### src/verilog/fpd_regs.svh
// Constants for the sleep, resume and soft reset command block.
// What this block does
// - Resume with ID: opcode plus three dummy bytes.
// - Then ID byte out, MSB first, 40 clocks.
// - ID byte repeats until chip select released.
// - Host holds select past eighth clock for ID.
// - Resume in ultra sleep resets, clears page buffer.
// - Release off byte boundary aborts, no action.
// - Ultra sleep on its opcode or select-bit clear.
// - Ultra sleep ignores everything except resume.
// - Ultra sleep opcode: extra bits ignored.
// - Ultra sleep opcode ignored while busy.
// - Host polls busy flag before reissuing sleep.
// - Broken ultra sleep opcode returns to standby.
// - Power-up starts in standby.
// - Ultra sleep exit initializes then standby.
// - Enable plus execute pair resets everything.
// - Host releases select between enable and execute.
// - Host sends nothing between enable and execute.
// - Reset starts after delay, refuses opcodes meanwhile.
// - Opcodes are eight clocks, MSB first.
// - Deep sleep accepts only resume and reset pair.
// - Plain resume releases select at eighth clock.
// - Select bit set: deep sleep, not ultra.
`ifndef FPD_REGS_SVH
`define FPD_REGS_SVH
`define FPD_OP_RESUME      8'hab
`define FPD_OP_ULTRA       8'h79
`define FPD_OP_DEEP        8'hb9
`define FPD_OP_RST_EN      8'h66
`define FPD_OP_RST_EXE     8'h99
`define FPD_DUMMY_BITS     6'd32
`define FPD_ENTRY_CYC      16
`define FPD_EXIT_CYC       32
`define FPD_RST_CYC        24
`define FPD_CLK_DIV        4
`endif
### src/verilog/fpd_pkg.sv
// Types shared by both ends.
package fpd_pkg;
   typedef enum logic [2:0] {
      FPD_STANDBY = 3'b000,
      FPD_DEEP    = 3'b001,
      FPD_ULTRA   = 3'b011,
      FPD_WAKE    = 3'b010,
      FPD_RESET   = 3'b110,
      FPD_ENTER   = 3'b111
   } fpd_state_t;
   typedef enum logic [1:0] {
      FPH_IDLE = 2'b00,
      FPH_SHIFT = 2'b01,
      FPH_GAP  = 2'b11
   } fph_state_t;
endpackage

### src/verilog/fpd_link_if.sv
// Serial link between host and flash command block.
`timescale 1ns/10ps
`default_nettype none
interface fpd_link_if;
   logic cs_n;
   logic sck;
   logic si;
   logic so;
   logic so_oe_n;
   modport dev  (input cs_n, input sck, input si, output so, output so_oe_n);
   modport host (output cs_n, output sck, output si, input so, input so_oe_n);
endinterface
`default_nettype wire

### src/verilog/fpd_device.sv
// Device end: sleep, resume and soft reset command handling.
`timescale 1ns/10ps
`default_nettype none
`include "fpd_regs.svh"
module fpd_device #(
   parameter int ENTRY_CYC = `FPD_ENTRY_CYC,
   parameter int EXIT_CYC  = `FPD_EXIT_CYC,
   parameter int RST_CYC   = `FPD_RST_CYC,
   parameter logic [7:0] DEV_ID = 8'h5a // Arbitrary value.
) (
   input  wire logic     MCLK_IN,
   input  wire logic     NRST_IN,
   fpd_link_if.dev       LINK,
   input  wire logic     SLEEP_DEPTH_SELECT_IN,
   input  wire logic     OP_IN_PROGRESS_FLAG_IN,
   output logic          DEEP_SLEEP_STATE_OUT,
   output logic          ULTRA_SLEEP_STATE_OUT,
   output logic          BUFFER_CLEAR_OUT,
   output logic          SOFT_RESET_OUT
);
   if (ENTRY_CYC < 1 || EXIT_CYC < 1 || RST_CYC < 1 || ENTRY_CYC > 65535
       || EXIT_CYC > 65535 || RST_CYC > 65535) begin : g_bad_cyc
      $error("Delay counts must be 1 to 65535.");
   end
   logic [2:0] cs_sy_r, ck_sy_r, si_sy_r;
   logic [2:0] cs_sy_nxt, ck_sy_nxt, si_sy_nxt;
   always_comb begin
      cs_sy_nxt = {cs_sy_r[1:0], LINK.cs_n};
      ck_sy_nxt = {ck_sy_r[1:0], LINK.sck};
      si_sy_nxt = {si_sy_r[1:0], LINK.si};
   end
   always_ff @(posedge MCLK_IN or negedge NRST_IN) begin
      if (!NRST_IN) begin
         cs_sy_r <= 3'h7;
         ck_sy_r <= 3'h0;
         si_sy_r <= 3'h0;
      end else begin
         cs_sy_r <= cs_sy_nxt;
         ck_sy_r <= ck_sy_nxt;
         si_sy_r <= si_sy_nxt;
      end
   end
   logic cs_n, rise, fall, cs_end;
   assign cs_n   = cs_sy_r[1];
   assign rise   = ck_sy_r[1] & ~ck_sy_r[2] & ~cs_n;
   assign fall   = ~ck_sy_r[1] & ck_sy_r[2] & ~cs_n;
   assign cs_end = cs_n & ~cs_sy_r[2];

   fpd_pkg::fpd_state_t st_r, st_nxt;
   logic [7:0]  sh_r, sh_nxt, op_r, op_nxt, out_r, out_nxt;
   logic [5:0]  cnt_r, cnt_nxt;
   logic        opv_r, opv_nxt, rst_en_r, rst_en_nxt;
   logic        so_r, so_nxt, oe_n_r, oe_n_nxt;
   logic        deep_r, deep_nxt, ultra_r, ultra_nxt;
   logic        clr_r, clr_nxt, srst_r, srst_nxt;
   logic [15:0] dly_r, dly_nxt;
   fpd_pkg::fpd_state_t tgt_r, tgt_nxt;
   logic        busy_sy_r, busy_r, busy_sy_nxt, busy_nxt;
   logic        aligned;
   logic [7:0]  byte_in;

   always_comb begin
      busy_sy_nxt = OP_IN_PROGRESS_FLAG_IN;
      busy_nxt    = busy_sy_r;
      st_nxt  = st_r;
      sh_nxt  = sh_r;
      op_nxt  = op_r;
      opv_nxt = opv_r;
      cnt_nxt = cnt_r;
      out_nxt = out_r;
      so_nxt  = so_r;
      oe_n_nxt = oe_n_r;
      rst_en_nxt = rst_en_r;
      clr_nxt  = 1'b0;
      srst_nxt = 1'b0;
      dly_nxt  = dly_r;
      tgt_nxt  = tgt_r;
      aligned  = (cnt_r[2:0] == 3'h0);
      byte_in  = {sh_r[6:0], si_sy_r[1]};
      if (rise) begin
         sh_nxt  = byte_in;
         // Wraps to 56 so that long frames keep their byte alignment.
         cnt_nxt = (cnt_r == 6'h3f) ? 6'h38 : cnt_r + 6'd1;
         if (cnt_r == 6'd7) begin
            op_nxt  = byte_in;
            opv_nxt = 1'b1;
         end
      end
      if (fall && opv_r && op_r == `FPD_OP_RESUME && st_r == fpd_pkg::FPD_DEEP
          && cnt_r >= `FPD_DUMMY_BITS && aligned) begin
         out_nxt  = {DEV_ID[6:0], DEV_ID[7]};
         so_nxt   = DEV_ID[7];
         oe_n_nxt = 1'b0;
      end else if (fall && !oe_n_r) begin
         so_nxt  = out_r[7];
         out_nxt = {out_r[6:0], out_r[7]};
      end
      if (cs_end) begin
         oe_n_nxt = 1'b1;
         cnt_nxt  = 6'h0;
         opv_nxt  = 1'b0;
         if (opv_r && aligned) begin
            unique case (st_r)
               fpd_pkg::FPD_STANDBY: begin
                  rst_en_nxt = (op_r == `FPD_OP_RST_EN);
                  if (op_r == `FPD_OP_RST_EXE && rst_en_r) begin
                     st_nxt = fpd_pkg::FPD_RESET;
                     dly_nxt = 16'(RST_CYC);
                  end else if (!busy_r && (op_r == `FPD_OP_ULTRA ||
                     (op_r == `FPD_OP_DEEP && !SLEEP_DEPTH_SELECT_IN))) begin
                     st_nxt = fpd_pkg::FPD_ENTER;
                     tgt_nxt = fpd_pkg::FPD_ULTRA;
                     dly_nxt = 16'(ENTRY_CYC);
                  end else if (!busy_r && op_r == `FPD_OP_DEEP) begin
                     st_nxt = fpd_pkg::FPD_ENTER;
                     tgt_nxt = fpd_pkg::FPD_DEEP;
                     dly_nxt = 16'(ENTRY_CYC);
                  end
               end
               fpd_pkg::FPD_DEEP: begin
                  rst_en_nxt = (op_r == `FPD_OP_RST_EN);
                  if (op_r == `FPD_OP_RESUME) begin
                     st_nxt = fpd_pkg::FPD_STANDBY;
                     rst_en_nxt = 1'b0;
                  end else if (op_r == `FPD_OP_RST_EXE && rst_en_r) begin
                     st_nxt = fpd_pkg::FPD_RESET;
                     dly_nxt = 16'(RST_CYC);
                  end
               end
               fpd_pkg::FPD_ULTRA: begin
                  if (op_r == `FPD_OP_RESUME) begin
                     st_nxt = fpd_pkg::FPD_WAKE;
                     clr_nxt = 1'b1;
                     dly_nxt = 16'(EXIT_CYC);
                  end
               end
               default: begin
               end
            endcase
         end
      end
      if (st_r == fpd_pkg::FPD_WAKE || st_r == fpd_pkg::FPD_RESET ||
          st_r == fpd_pkg::FPD_ENTER) begin
         oe_n_nxt = 1'b1;
         if (dly_r <= 16'h1) begin
            if (st_r == fpd_pkg::FPD_ENTER) begin
               st_nxt = tgt_r;
            end else begin
               st_nxt = fpd_pkg::FPD_STANDBY;
               srst_nxt = 1'b1;
               rst_en_nxt = 1'b0;
            end
         end else begin
            dly_nxt = dly_r - 16'h1;
         end
      end
      deep_nxt  = (st_nxt == fpd_pkg::FPD_DEEP);
      ultra_nxt = (st_nxt == fpd_pkg::FPD_ULTRA);
   end

   always_ff @(posedge MCLK_IN or negedge NRST_IN) begin
      if (!NRST_IN) begin
         st_r    <= fpd_pkg::FPD_STANDBY;
         tgt_r   <= fpd_pkg::FPD_STANDBY;
         sh_r    <= 8'h0;
         op_r    <= 8'h0;
         opv_r   <= 1'b0;
         cnt_r   <= 6'h0;
         out_r   <= 8'h0;
         so_r    <= 1'b0;
         oe_n_r  <= 1'b1;
         rst_en_r <= 1'b0;
         clr_r   <= 1'b0;
         srst_r  <= 1'b0;
         dly_r   <= 16'h0;
         deep_r  <= 1'b0;
         ultra_r <= 1'b0;
         busy_sy_r <= 1'b0;
         busy_r  <= 1'b0;
      end else begin
         st_r    <= st_nxt;
         tgt_r   <= tgt_nxt;
         sh_r    <= sh_nxt;
         op_r    <= op_nxt;
         opv_r   <= opv_nxt;
         cnt_r   <= cnt_nxt;
         out_r   <= out_nxt;
         so_r    <= so_nxt;
         oe_n_r  <= oe_n_nxt;
         rst_en_r <= rst_en_nxt;
         clr_r   <= clr_nxt;
         srst_r  <= srst_nxt;
         dly_r   <= dly_nxt;
         deep_r  <= deep_nxt;
         ultra_r <= ultra_nxt;
         busy_sy_r <= busy_sy_nxt;
         busy_r  <= busy_nxt;
      end
   end
   assign LINK.so      = so_r;
   assign LINK.so_oe_n = oe_n_r;
   assign DEEP_SLEEP_STATE_OUT  = deep_r;
   assign ULTRA_SLEEP_STATE_OUT = ultra_r;
   assign BUFFER_CLEAR_OUT      = clr_r;
   assign SOFT_RESET_OUT        = srst_r;
endmodule
`default_nettype wire

### src/flat_wrapper.sv
// flat-port wrapper written by rule: the top's interface ports become plain ports
module fpd_device_flat 
#(
   parameter int ENTRY_CYC = `FPD_ENTRY_CYC,
   parameter int EXIT_CYC  = `FPD_EXIT_CYC,
   parameter int RST_CYC   = `FPD_RST_CYC,
   parameter logic [7:0] DEV_ID = 8'h5a                    
)
  (MCLK_IN, NRST_IN, SLEEP_DEPTH_SELECT_IN, OP_IN_PROGRESS_FLAG_IN, DEEP_SLEEP_STATE_OUT, ULTRA_SLEEP_STATE_OUT, BUFFER_CLEAR_OUT, SOFT_RESET_OUT, LINK_cs_n, LINK_sck, LINK_si, LINK_so, LINK_so_oe_n);
  fpd_link_if LINK_i ();
  input  wire logic MCLK_IN;
  input  wire logic NRST_IN;
  input  wire logic SLEEP_DEPTH_SELECT_IN;
  input  wire logic OP_IN_PROGRESS_FLAG_IN;
  output logic DEEP_SLEEP_STATE_OUT;
  output logic ULTRA_SLEEP_STATE_OUT;
  output logic BUFFER_CLEAR_OUT;
  output logic SOFT_RESET_OUT;
  input wire logic [$bits(LINK_i.cs_n)-1:0] LINK_cs_n;
  input wire logic [$bits(LINK_i.sck)-1:0] LINK_sck;
  input wire logic [$bits(LINK_i.si)-1:0] LINK_si;
  output wire logic [$bits(LINK_i.so)-1:0] LINK_so;
  output wire logic [$bits(LINK_i.so_oe_n)-1:0] LINK_so_oe_n;
  assign LINK_i.cs_n = LINK_cs_n;
  assign LINK_i.sck = LINK_sck;
  assign LINK_i.si = LINK_si;
  assign LINK_so = LINK_i.so;
  assign LINK_so_oe_n = LINK_i.so_oe_n;
  fpd_device #(.ENTRY_CYC(ENTRY_CYC), .EXIT_CYC(EXIT_CYC), .RST_CYC(RST_CYC), .DEV_ID(DEV_ID)) u_core (.MCLK_IN(MCLK_IN), .NRST_IN(NRST_IN), .LINK(LINK_i), .SLEEP_DEPTH_SELECT_IN(SLEEP_DEPTH_SELECT_IN), .OP_IN_PROGRESS_FLAG_IN(OP_IN_PROGRESS_FLAG_IN), .DEEP_SLEEP_STATE_OUT(DEEP_SLEEP_STATE_OUT), .ULTRA_SLEEP_STATE_OUT(ULTRA_SLEEP_STATE_OUT), .BUFFER_CLEAR_OUT(BUFFER_CLEAR_OUT), .SOFT_RESET_OUT(SOFT_RESET_OUT));
endmodule
### config.mk
export PLATFORM = sky130hd
export DESIGN_NAME = fpd_device_flat
export DESIGN_NICKNAME = d
export VERILOG_FILES = /design/src/verilog/fpd_pkg.sv /design/src/verilog/fpd_link_if.sv /design/src/verilog/fpd_device.sv /design/src/flat_wrapper.sv
export VERILOG_INCLUDE_DIRS = /design/src /design/src/verilog
export SDC_FILE = /design/constraint.sdc
export NUM_CORES = 1
export LEC_CHECK = 0
export BUFFER_PORTS_ARGS = -buffer_cell sky130_fd_sc_hd__buf_2
export CORE_MARGIN = 2
export CORE_UTILIZATION = 48
export CTS_CLUSTER_DIAMETER = 60
export CTS_CLUSTER_SIZE = 24
export DETAILED_ROUTE_END_ITERATION = 16
export PLACE_DENSITY = 0.63
export SETUP_SLACK_MARGIN = 0.15
export SLEW_MARGIN = 10
export SYNTH_ARGS = -nofsm -noshare
export SYNTH_HDL_FRONTEND = slang
export SYNTH_SLANG_ARGS = --single-unit
export TNS_END_PERCENT = 20
### constraint.sdc
create_clock -name MCLK_IN -period 4.3 [get_ports MCLK_IN]
set_input_delay 1.29 -clock MCLK_IN [delete_from_list [all_inputs] [get_ports MCLK_IN]]
set_output_delay 1.29 -clock MCLK_IN [all_outputs]
set_load 0.01 [all_outputs]
Word-level counts from Yosys, hierarchy flattened
Cells that the tools add are included.
{"block": "word_totals", "output_inout_bits": 6, "wordCells": 127, "ff_bits": 69}
{"block": "op_classes", "eq_ne": 14, "n_reduce_logical": 27, "addsub": 2, "bitwise": 10, "mux": 52, "n_lt_le_gt_ge": 2}
{"operator": "$mux W16", "count": 10}
{"operator": "$pmux W16 S3", "count": 1}
{"operator": "$mux W3", "count": 13}
{"operator": "$eq A8 B8 Y1 const B", "count": 3}
{"operator": "$mux W1", "count": 21}
{"operator": "$mux W6", "count": 3}
{"operator": "$eq A8 B7 Y1 const B", "count": 2}
{"operator": "$le A16 B1 Y1 const B", "count": 1}
{"operator": "$mux W8", "count": 2}
{"operator": "$sub A16 B1 Y16 const B", "count": 1}
{"operator": "$logic_and A1 B1 Y1", "count": 11}
{"operator": "$eq A3 B2 Y1 const B", "count": 3}
{"operator": "$pmux W3 S3", "count": 1}
{"operator": "$reduce_bool A2 Y1", "count": 4}
{"operator": "$add A6 B1 Y6 const B", "count": 1}
{"operator": "$eq A3 B1 Y1 const B", "count": 2}
{"operator": "$eq A3 B3 Y1 const B", "count": 2}
{"operator": "$eq A6 B3 Y1 const B", "count": 1}
{"operator": "$eq A6 B6 Y1 const B", "count": 1}
{"operator": "$ge A6 B6 Y1 const B", "count": 1}
{"operator": "$logic_not A3 Y1", "count": 2}
{"operator": "$and A1 B1 Y1", "count": 5}
{"operator": "$not A1 Y1", "count": 5}
{"operator": "$reduce_and A5 Y1", "count": 1}
{"operator": "5 further kinds", "count": 10}

Longest topological paths before layout
Gate-level depths: netlist of the first run.
{"block": "logic_depth", "word_depth": 12, "mapped_depth": 8, "ltp_nobuf": 7}

Least setup slack after synthesis of the first run
Ideal clock, no wire load.
{"block": "synth_timing", "path_kind": "register -> register", "start": "reg u_core.dly_r[3]", "end": "reg u_core.ultra_r (netlist: u_core.ULTRA_SLEEP_STATE_OUT)", "period_less_slack_ns": 2.165, "path_buffers": 1, "path_stages_with_launch": 7, "arrival_time_ns": 2.036, "path_slack_ns": 2.135, "setup_ns": 0.129, "path_cell_list": "dfrtp_1 -> or4_4 -> or3_1 -> buf_6 -> or2_4 -> o22a_4 -> nor3b_1"}
{"block": "synth_via", "elab_chain_len": 4}
{"element": "from (decl)", "line": "fpd_device.sv:56", "text": "logic [15:0] dly_r, dly_nxt;"}
{"element": "from (signal assigned)", "line": "fpd_device.sv:193", "text": "dly_r <= dly_nxt;"}
{"element": "$le A16 B1 Y1", "line": "fpd_device.sv:145", "text": "if (dly_r <= 16'h1) begin"}
{"element": "$mux W3", "line": "fpd_device.sv:145"}
{"element": "$mux W3", "line": "fpd_device.sv:142", "text": "if (st_r == fpd_pkg::FPD_WAKE || st_r == fpd_pkg::FPD_RESET ||"}
{"element": "named net u_core.st_nxt[1]", "line": "fpd_device.sv:49", "text": "fpd_pkg::fpd_state_t st_r, st_nxt;"}
{"element": "$eq A3 B2 Y1", "line": "fpd_device.sv:158", "text": "ultra_nxt = (st_nxt == fpd_pkg::FPD_ULTRA);"}
{"element": "named net u_core.ultra_nxt", "line": "fpd_device.sv:54", "text": "logic deep_r, deep_nxt, ultra_r, ultra_nxt;"}
{"element": "to (signal assigned)", "line": "fpd_device.sv:195", "text": "ultra_r <= ultra_nxt;"}
{"element": "to (decl)", "line": "fpd_device.sv:54"}
The timed path passes the listed nets, and every way through them passes these cells.
A chain may end at the register's enable or synchronous reset.

Final worst setup path of the first run
{"block": "layout_timing", "start": "reg u_core.dly_r[3]", "end": "reg u_core.dly_r[5]"}
{"block": "layout_via", "elab_chain_len": 3, "word_cells_on_any_way": 4, "cone_classes": "add/sub: 1; order compare: 1; mux: 2"}
{"element": "$sub A16 B1 Y16 or $le A16 B1 Y1 (tied branches)", "line": "fpd_device.sv:154, fpd_device.sv:145"}
{"element": "$mux W16 *", "line": "fpd_device.sv:145"}
{"element": "$mux W16 *", "line": "fpd_device.sv:142"}
{"element": "named net u_core.dly_nxt[5]", "line": "fpd_device.sv:56"}
Mark *: on every way through the listed nets, which the timed path passes. The rest lies on a longest branch.

==> results_dict.tcl, run 1 <==
set metrics [dict create \
    outcome "finished clean" \
    setup-tns-final_ns 0 \
    arrival_ns 2.64 \
    period_share_pct 55.1 \
    drc_errors 0 \
    track_usage_pct 17.8 \
    power_leakage_nw 1.58 \
    path_class "register to register" \
    p_comb_share_pct 4.0 \
    num_rows 29 \
    overflow 0 \
    die-width_microns 84.1 \
    ant_nets 0 \
    rsz0062_at_grt "false" \
    grt.met3_usage_pct 3.56 \
    pwr-share-seq_pct 57.3 \
    slew_violations 0 \
    grt_max_degree 58 \
    hold_buffers 0 \
    die_area_sq_um 7070 \
    critPathLaunchType "register" \
    routedWlPerCell_microns 14.7 \
    area_growth_pct 9.83 \
    dp_slack_ns 1.96 \
    drive_above_1_share_pct 16.0 \
    synth_seq_cells 67 \
    synth_edf_count 0 \
    worst_slack_ns 1.93 \
    p_int_mw 0.917 \
    hold_class "register to register" \
    syn_area_sq_um 3080 \
    use_met2_pct 26.8 \
    design_area_sq_um 3380 \
    timing_worst_slew_pin_value_ns 0.836 \
    numClockSinks 67 \
    p_sw_mw 0.266 \
    synth_common_cells "63 x dfrtp_1, 37 x nand2_1, 17 x nor2_1" \
    fillers 558 \
    avgSynthCellArea_sq_um 10.8 \
    cts_resized 0 \
    grt_pass1_wl_microns 10100 \
    synthArstFlopShare_pct 100 \
    clk_pin_slew_ns 0.06 \
    gp_congestion 0.772 \
    clk-insertion-delay-late_ns 0.33 \
    grt_most_used_layer "met2" \
    cts-root-buf "clkbuf_8" \
    num_antenna_cells 0 \
    grt_pass1_vias 2148 \
    synth_most_common_cell "dfrtp_1" \
    drtPass1Iterations 4 \
    ys_seq_area_share_pct 54.6 \
    nets 313 \
    final_hold_viol_count 0 \
    io_buffer_count 12 \
    cts_made_buffers 9 \
    initialDrtViolationCount 173 \
    cp_max_fo 10 \
    maxCapViolations 0 \
    fin_crit_ns 2.37 \
    vdd_drop_max_uv 166 \
    avgViaCountPerCell 5.66 \
    synth_area_leaders "dfrtp_1 51%, nand2_1 4.5%, mux2_2 3.7%, dfstp_2 3.4%, nand3_1 2.1%" \
    relSlewSlack_pct 44.1 \
    antenna_found_initial 0 \
    synth_warnings 0 \
    synth_top_area_share_pct 51.2 \
    p_per_area_nw_per_um2 350 \
    cts_tree "built" \
    place_area_sq_um 3210 \
    htreeDepth 3 \
    start_util_pct 49.1 \
    clkPwrFrac_pct 38.7 \
    synth.largest_area_cell "dfrtp_1" \
    syn_inst 286 \
    cts_max_path_buffers 2 \
    design_power_total_mw 1.18 \
    max_freq_ghz 0.422 \
    finalWirelength_microns 5630 \
    final-setup-viol-count 0 \
    cp_data_required_time_ns 4.57 \
    dp_hpwl_microns 3900 \
    fin_skew_ns 0.00380 \
    vias 2174 \
    io_pins 13 \
    die_y_microns 84.1 \
    syn_nets 297 \
    cts_setup_buffers 0 \
    core_area_sq_um 6280 \
    yosys_most_used_dff "dfrtp_1" \
    p_sw_share_pct 22.5 \
    cp-end-kind "register" \
    synthDistinctLibCells 55 \
    gr-usage-met1_pct 25.1 \
]
[layout make-up]
| cell class | count | area [sq um] | area share (%) |
|---|---|---|---|
| clock inverters | 2 | 10.0 | 0.296 |
| multi-input cells | 204 | 1340 | 39.5 |
| repair buffers | 14 | 75.1 | 2.22 |
| clock buffers | 14 | 163 | 4.81 |
| inverters | 6 | 22.5 | 0.666 |
| flip-flops and latches | 67 | 1680 | 49.7 |
| well taps | 77 | 96.3 | 2.85 |
[cells in the final DEF, fill, tap and decap left out, types with 5 or more instances in the layout]
cell / netlist / final
o211ai_1: 5 / 5
a22o_1: 5 / 5
clkbuf_8: 0 / 11
nand3_1: 13 / 13
dfrtp_1: 63 / 63
buf_2: 0 / 12
nand2_1: 37 / 37
mux2_2: 10 / 10
nor3_1: 5 / 5
nor2_1: 17 / 17
o21ai_0: 10 / 10
or3_1: 7 / 7
a21oi_1: 11 / 11
inv_1: 6 / 6
[path summary, 6_finish.rpt]
check,start,endpoint,slack [ns],cells past startpoint
max in group asynchronous,NRST_IN,u_core.cnt_r[4]$_DFFE_PN0P_,2.50,2
worst min register to register,u_core.si_sy_r[0]$_DFF_PN0_,u_core.si_sy_r[1]$_DFF_PN0_,0.35,0
worst max-delay path,u_core.dly_r[3]$_DFF_PN0_,u_core.dly_r[5]$_DFF_PN0_,1.93,5
worst max register to register,u_core.dly_r[3]$_DFF_PN0_,u_core.dly_r[5]$_DFF_PN0_,1.93,5
worst min-delay path,u_core.si_sy_r[0]$_DFF_PN0_,u_core.si_sy_r[1]$_DFF_PN0_,0.35,0
min in group asynchronous,NRST_IN,u_core.dly_r[0]$_DFF_PN0_,0.81,1
[critical path, stage by stage, from the launching register on]
cell and delay (ns):
dfrtp_1 0.46, or4_4 0.58, or3_1 0.52, o21ai_1 0.46
o311ai_0 0.18, nand3_1 0.11
[stage by stage]
stage          instances  utilization (%)  hold slack [ns]
5_1_grt              384             53.9            0.366
2_1_floorplan        286                -            0.331
4_1_cts              384             53.9            0.354
3_3_place_gp         368             51.1            0.332
6_report             384             53.9            0.350
3_5_place_dp         368             51.1            0.339
[kinds of logic (layout without fill, tap and decap cells)]
logic type / count (synthesis) / in the layout / share of synthesized area, %
compound gates: 57 / 57 / 13.0
xor+xnor: 4 / 4 / 1.14
fa+ha+maj: 4 / 4 / 1.62
buf+inv: 15 / 36 / 2.07
flops: 67 / 67 / 54.6
mux: 14 / 14 / 4.96
simple gates: 125 / 125 / 22.7
[power groups by stage]
stage	registers (mW)	logic (mW)	clock network, mW
2_1_floorplan	0.684	0.0266	0
6_report	0.677	0.0475	0.458
5_1_grt	0.680	0.0565	0.507
3_5_place_dp	0.689	0.0490	0
3_3_place_gp	0.688	0.0477	0
4_1_cts	0.678	0.0490	0.473
[sequential cells by signal, indices dropped and copies added (netlist names), 2 cells and up]
| name | count |
|---|---|
| u_core.out_r | 8 |
| u_core.tgt_r | 2 |
| u_core.cs_sy_r | 3 |
| u_core.ck_sy_r | 3 |
| u_core.cnt_r | 6 |
| u_core.si_sy_r | 2 |
| u_core.sh_r | 7 |
| u_core.op_r | 8 |
| u_core.dly_r | 16 |
| u_core.st_r | 3 |
[routing by layer]
layer	part of all wire (%)	wire length [microns]	vias up
li1	-	-	1075
met1	49	2770	1063
met2	46	2600	28
met3	3.0	168	8
met4	1.8	99	0
met5	0	0	-
(Power assumes the default switching activity.)
==> inputs of run 2 (changes only) <==
Settings changed: ABC_AREA from default to 1, PLACE_DENSITY 0.63 to 0.62.
Clock period 4.3 ns to 2.3 ns, I/O delays scaled along.
==> run 2 against run 1 <==
Against the previous run:
- synthesized cell count is 40% higher
- sequential share of layout area shrank 4.6 points
- design area increased by 10%
- critical path type unchanged
==> results_dict.tcl, run 2 <==
set metrics [dict create \
    outcome "finished clean" \
    p_sw_share_pct 22.0 \
    core_area_sq_um 6760 \
    design_power_total_mw 2.32 \
    die_area_sq_um 7650 \
    grt_pass1_wl_microns 11300 \
    synth.largest_area_cell "dfrtp_1" \
    power_leakage_nw 1.82 \
    layout_commonest_cell "nand2_1" \
    p_int_mw 1.81 \
    synth_common_cells "86 x nand2_1, 63 x dfrtp_1, 55 x inv_1" \
    die-width_microns 87.5 \
    final_hold_viol_count 0 \
    synth_seq_cells 67 \
    place_area_sq_um 3530 \
    fillers 622 \
    slowest_delay_ns 0.40 \
    clkPwrFrac_pct 42.3 \
    routedWlPerCell_microns 12.6 \
    arrival_ns 2.17 \
    timing_worst_slew_pin_value_ns 0.424 \
    top_regs "u_core.dly_r x16, u_core.op_r x8, u_core.out_r x8" \
    multi_input_area_sq_um 1400 \
    ant_nets 0 \
    avgViaCountPerCell 5.05 \
    nets 434 \
    finalWirelength_microns 6420 \
    hold_slack_ns 0.350 \
    track_usage_pct 19.1 \
    cts_resized 0 \
    fin_crit_ns 1.95 \
    fin_skew_ns 0.00954 \
    cp-end-kind "register" \
    rsz0062_at_grt "false" \
    ys_seq_area_share_pct 50.3 \
    drc_errors 0 \
    maxCapViolations 0 \
    hold_class "register to register" \
    final_core_util_pct 55.2 \
    cts_max_path_buffers 2 \
    setup-tns-final_ns 0 \
    grt_pass1_vias 2440 \
    synth_area_leaders "dfrtp_1 47%, nand2_1 9.6%, inv_1 6.2%, nor2_1 4.3%, nand3_1 3.9%" \
    max_freq_ghz 0.512 \
    fin_cells 508 \
    vdd_drop_max_uv 509 \
    cts_made_buffers 9 \
    hold_buffers 0 \
    largest_register_ffs 16 \
    synth_warnings 0 \
    critPathLaunchType "register" \
    io_pins 13 \
    regMostFlops "u_core.dly_r" \
    num_antenna_cells 0 \
    period_share_pct 84.9 \
    antenna_found_initial 0 \
    p_sw_mw 0.510 \
    syn_inst 399 \
    synthDistinctLibCells 41 \
    drtPass1Iterations 4 \
    seqCellArea_sq_um 1680 \
    cp_slowest_cell "dfrtp_1" \
    synth_most_common_cell "nand2_1" \
    slew_violations 0 \
    clk_pin_slew_ns 0.07 \
    critical_path.cell_chain "inv_1 > ha_1 > nand3_1 > nor2_1 > nand2_1 > nor2_4 > nand2_1 > o21ai_0 > nand3_1 > o21ai_0 > inv_1" \
    synth_edf_count 0 \
    avgSynthCellArea_sq_um 8.39 \
    relSlewSlack_pct 71.5 \
    worst_slack_ns 0.348 \
    synth_top_area_share_pct 47.1 \
    cp_max_fo 7 \
    yosys_most_used_dff "dfrtp_1" \
    path_class "register to register" \
    io_buffer_count 12 \
    clk-insertion-delay-late_ns 0.34 \
    p_per_area_nw_per_um2 623 \
    pwr-share-seq_pct 53.6 \
    cts-root-buf "clkbuf_8" \
    htreeDepth 3 \
    dp_slack_ns 0.375 \
    die_y_microns 87.5 \
    drive_above_1_share_pct 15.9 \
    synthArstFlopShare_pct 100 \
    final-setup-viol-count 0 \
    gp_congestion 0.949 \
    initialDrtViolationCount 218 \
    numClockSinks 67 \
    design_area_sq_um 3730 \
    cp_data_required_time_ns 2.52 \
    overflow 0 \
    grt_max_degree 68 \
    syn_nets 410 \
    cts_tree "built" \
    syn_area_sq_um 3350 \
    dp_hpwl_microns 4690 \
    cts_setup_buffers 0 \
    p_comb_share_pct 4.1 \
    vias 2565 \
    num_rows 30 \
    post-place-cells 492 \
    area_growth_pct 11.5 \
    start_util_pct 49.5 \
    mostFrequentLayoutCells "86 x nand2_1, 63 x dfrtp_1, 55 x inv_1" \
]
[run 2: cell count changes after synthesis, moves of 6 or more]
cell / previous run / this run
clkbuf_1: 8 / 2
inv_1: 6 / 55
mux2_2: 10 / 0
nand2_1: 37 / 86
nand3_1: 13 / 26
nor2_1: 17 / 38
o21ai_0: 10 / 26
o21ai_2: 0 / 8
or3_1: 7 / 0
[run 2: kinds of logic after synthesis]
group | Yosys count | share of synthesized area [%]
adder cells (fa/ha/maj) | 4 | 1.50
XOR/XNOR | 4 | 1.05
flip-flops | 67 | 50.3
buffers and inverters | 65 | 7.82
AO/OA/AOI/OAI | 71 | 12.8
AND/OR/NAND/NOR | 188 | 26.6
[run 2: cell type report]
class,instances,share of cell area [%]
repair buffers,18,3.15
clock inverters,2,0.939
inverters,60,6.17
clock buffers,14,4.36
flip-flops and latches,67,45.1
well taps,80,2.68
multi-input cells,267,37.6
[run 2: worst paths after layout]
kind | startpoint | end | slack (ns) | cells past startpoint
worst max register to register | u_core.cnt_r[0]$_DFFE_PN0P_ | u_core.dly_r[4]$_DFF_PN0_ | 0.35 | 11
max in group asynchronous | NRST_IN | u_core.cs_sy_r[0]$_DFF_PN1_ | 1.63 | 2
worst min-delay path | u_core.busy_nxt$_DFF_PN0_ | u_core.busy_r$_DFF_PN0_ | 0.35 | 0
min in group asynchronous | NRST_IN | u_core.out_r[0]$_DFFE_PN0P_ | 0.36 | 2
worst max-delay path | u_core.cnt_r[0]$_DFFE_PN0P_ | u_core.dly_r[4]$_DFF_PN0_ | 0.35 | 11
worst min register to register | u_core.busy_nxt$_DFF_PN0_ | u_core.busy_r$_DFF_PN0_ | 0.35 | 0
[run 2: metal layers]
metal | wire length, microns | vias up | GRT usage [%]
met2 | 2880 | 30 | 29.0
met5 | 0 | - | 0
li1 | - | 1346 | -
met1 | 3280 | 1184 | 26.9
met3 | 207 | 5 | 4.83
met4 | 59 | 0 | 5.87
[run 2: power by group through the flow]
stage / Clock (mW) / Combinational, mW / Sequential, mW
final: 0.983 / 0.0956 / 1.24
after global routing: 1.08 / 0.117 / 1.25
after floorplan: 0 / 0.0512 / 1.26
after detailed placement: 0 / 0.0995 / 1.27
after CTS: 1.01 / 0.0996 / 1.24
after global placement: 0 / 0.0974 / 1.26
[run 2: critical path, delay by kind of cell, from the launching register on]
kind / cells / cell delay [ns]
simple gates: 6 / 0.89
flops: 1 / 0.40
compound gates: 2 / 0.24
fa+ha+maj: 1 / 0.16
buf+inv: 2 / 0.15
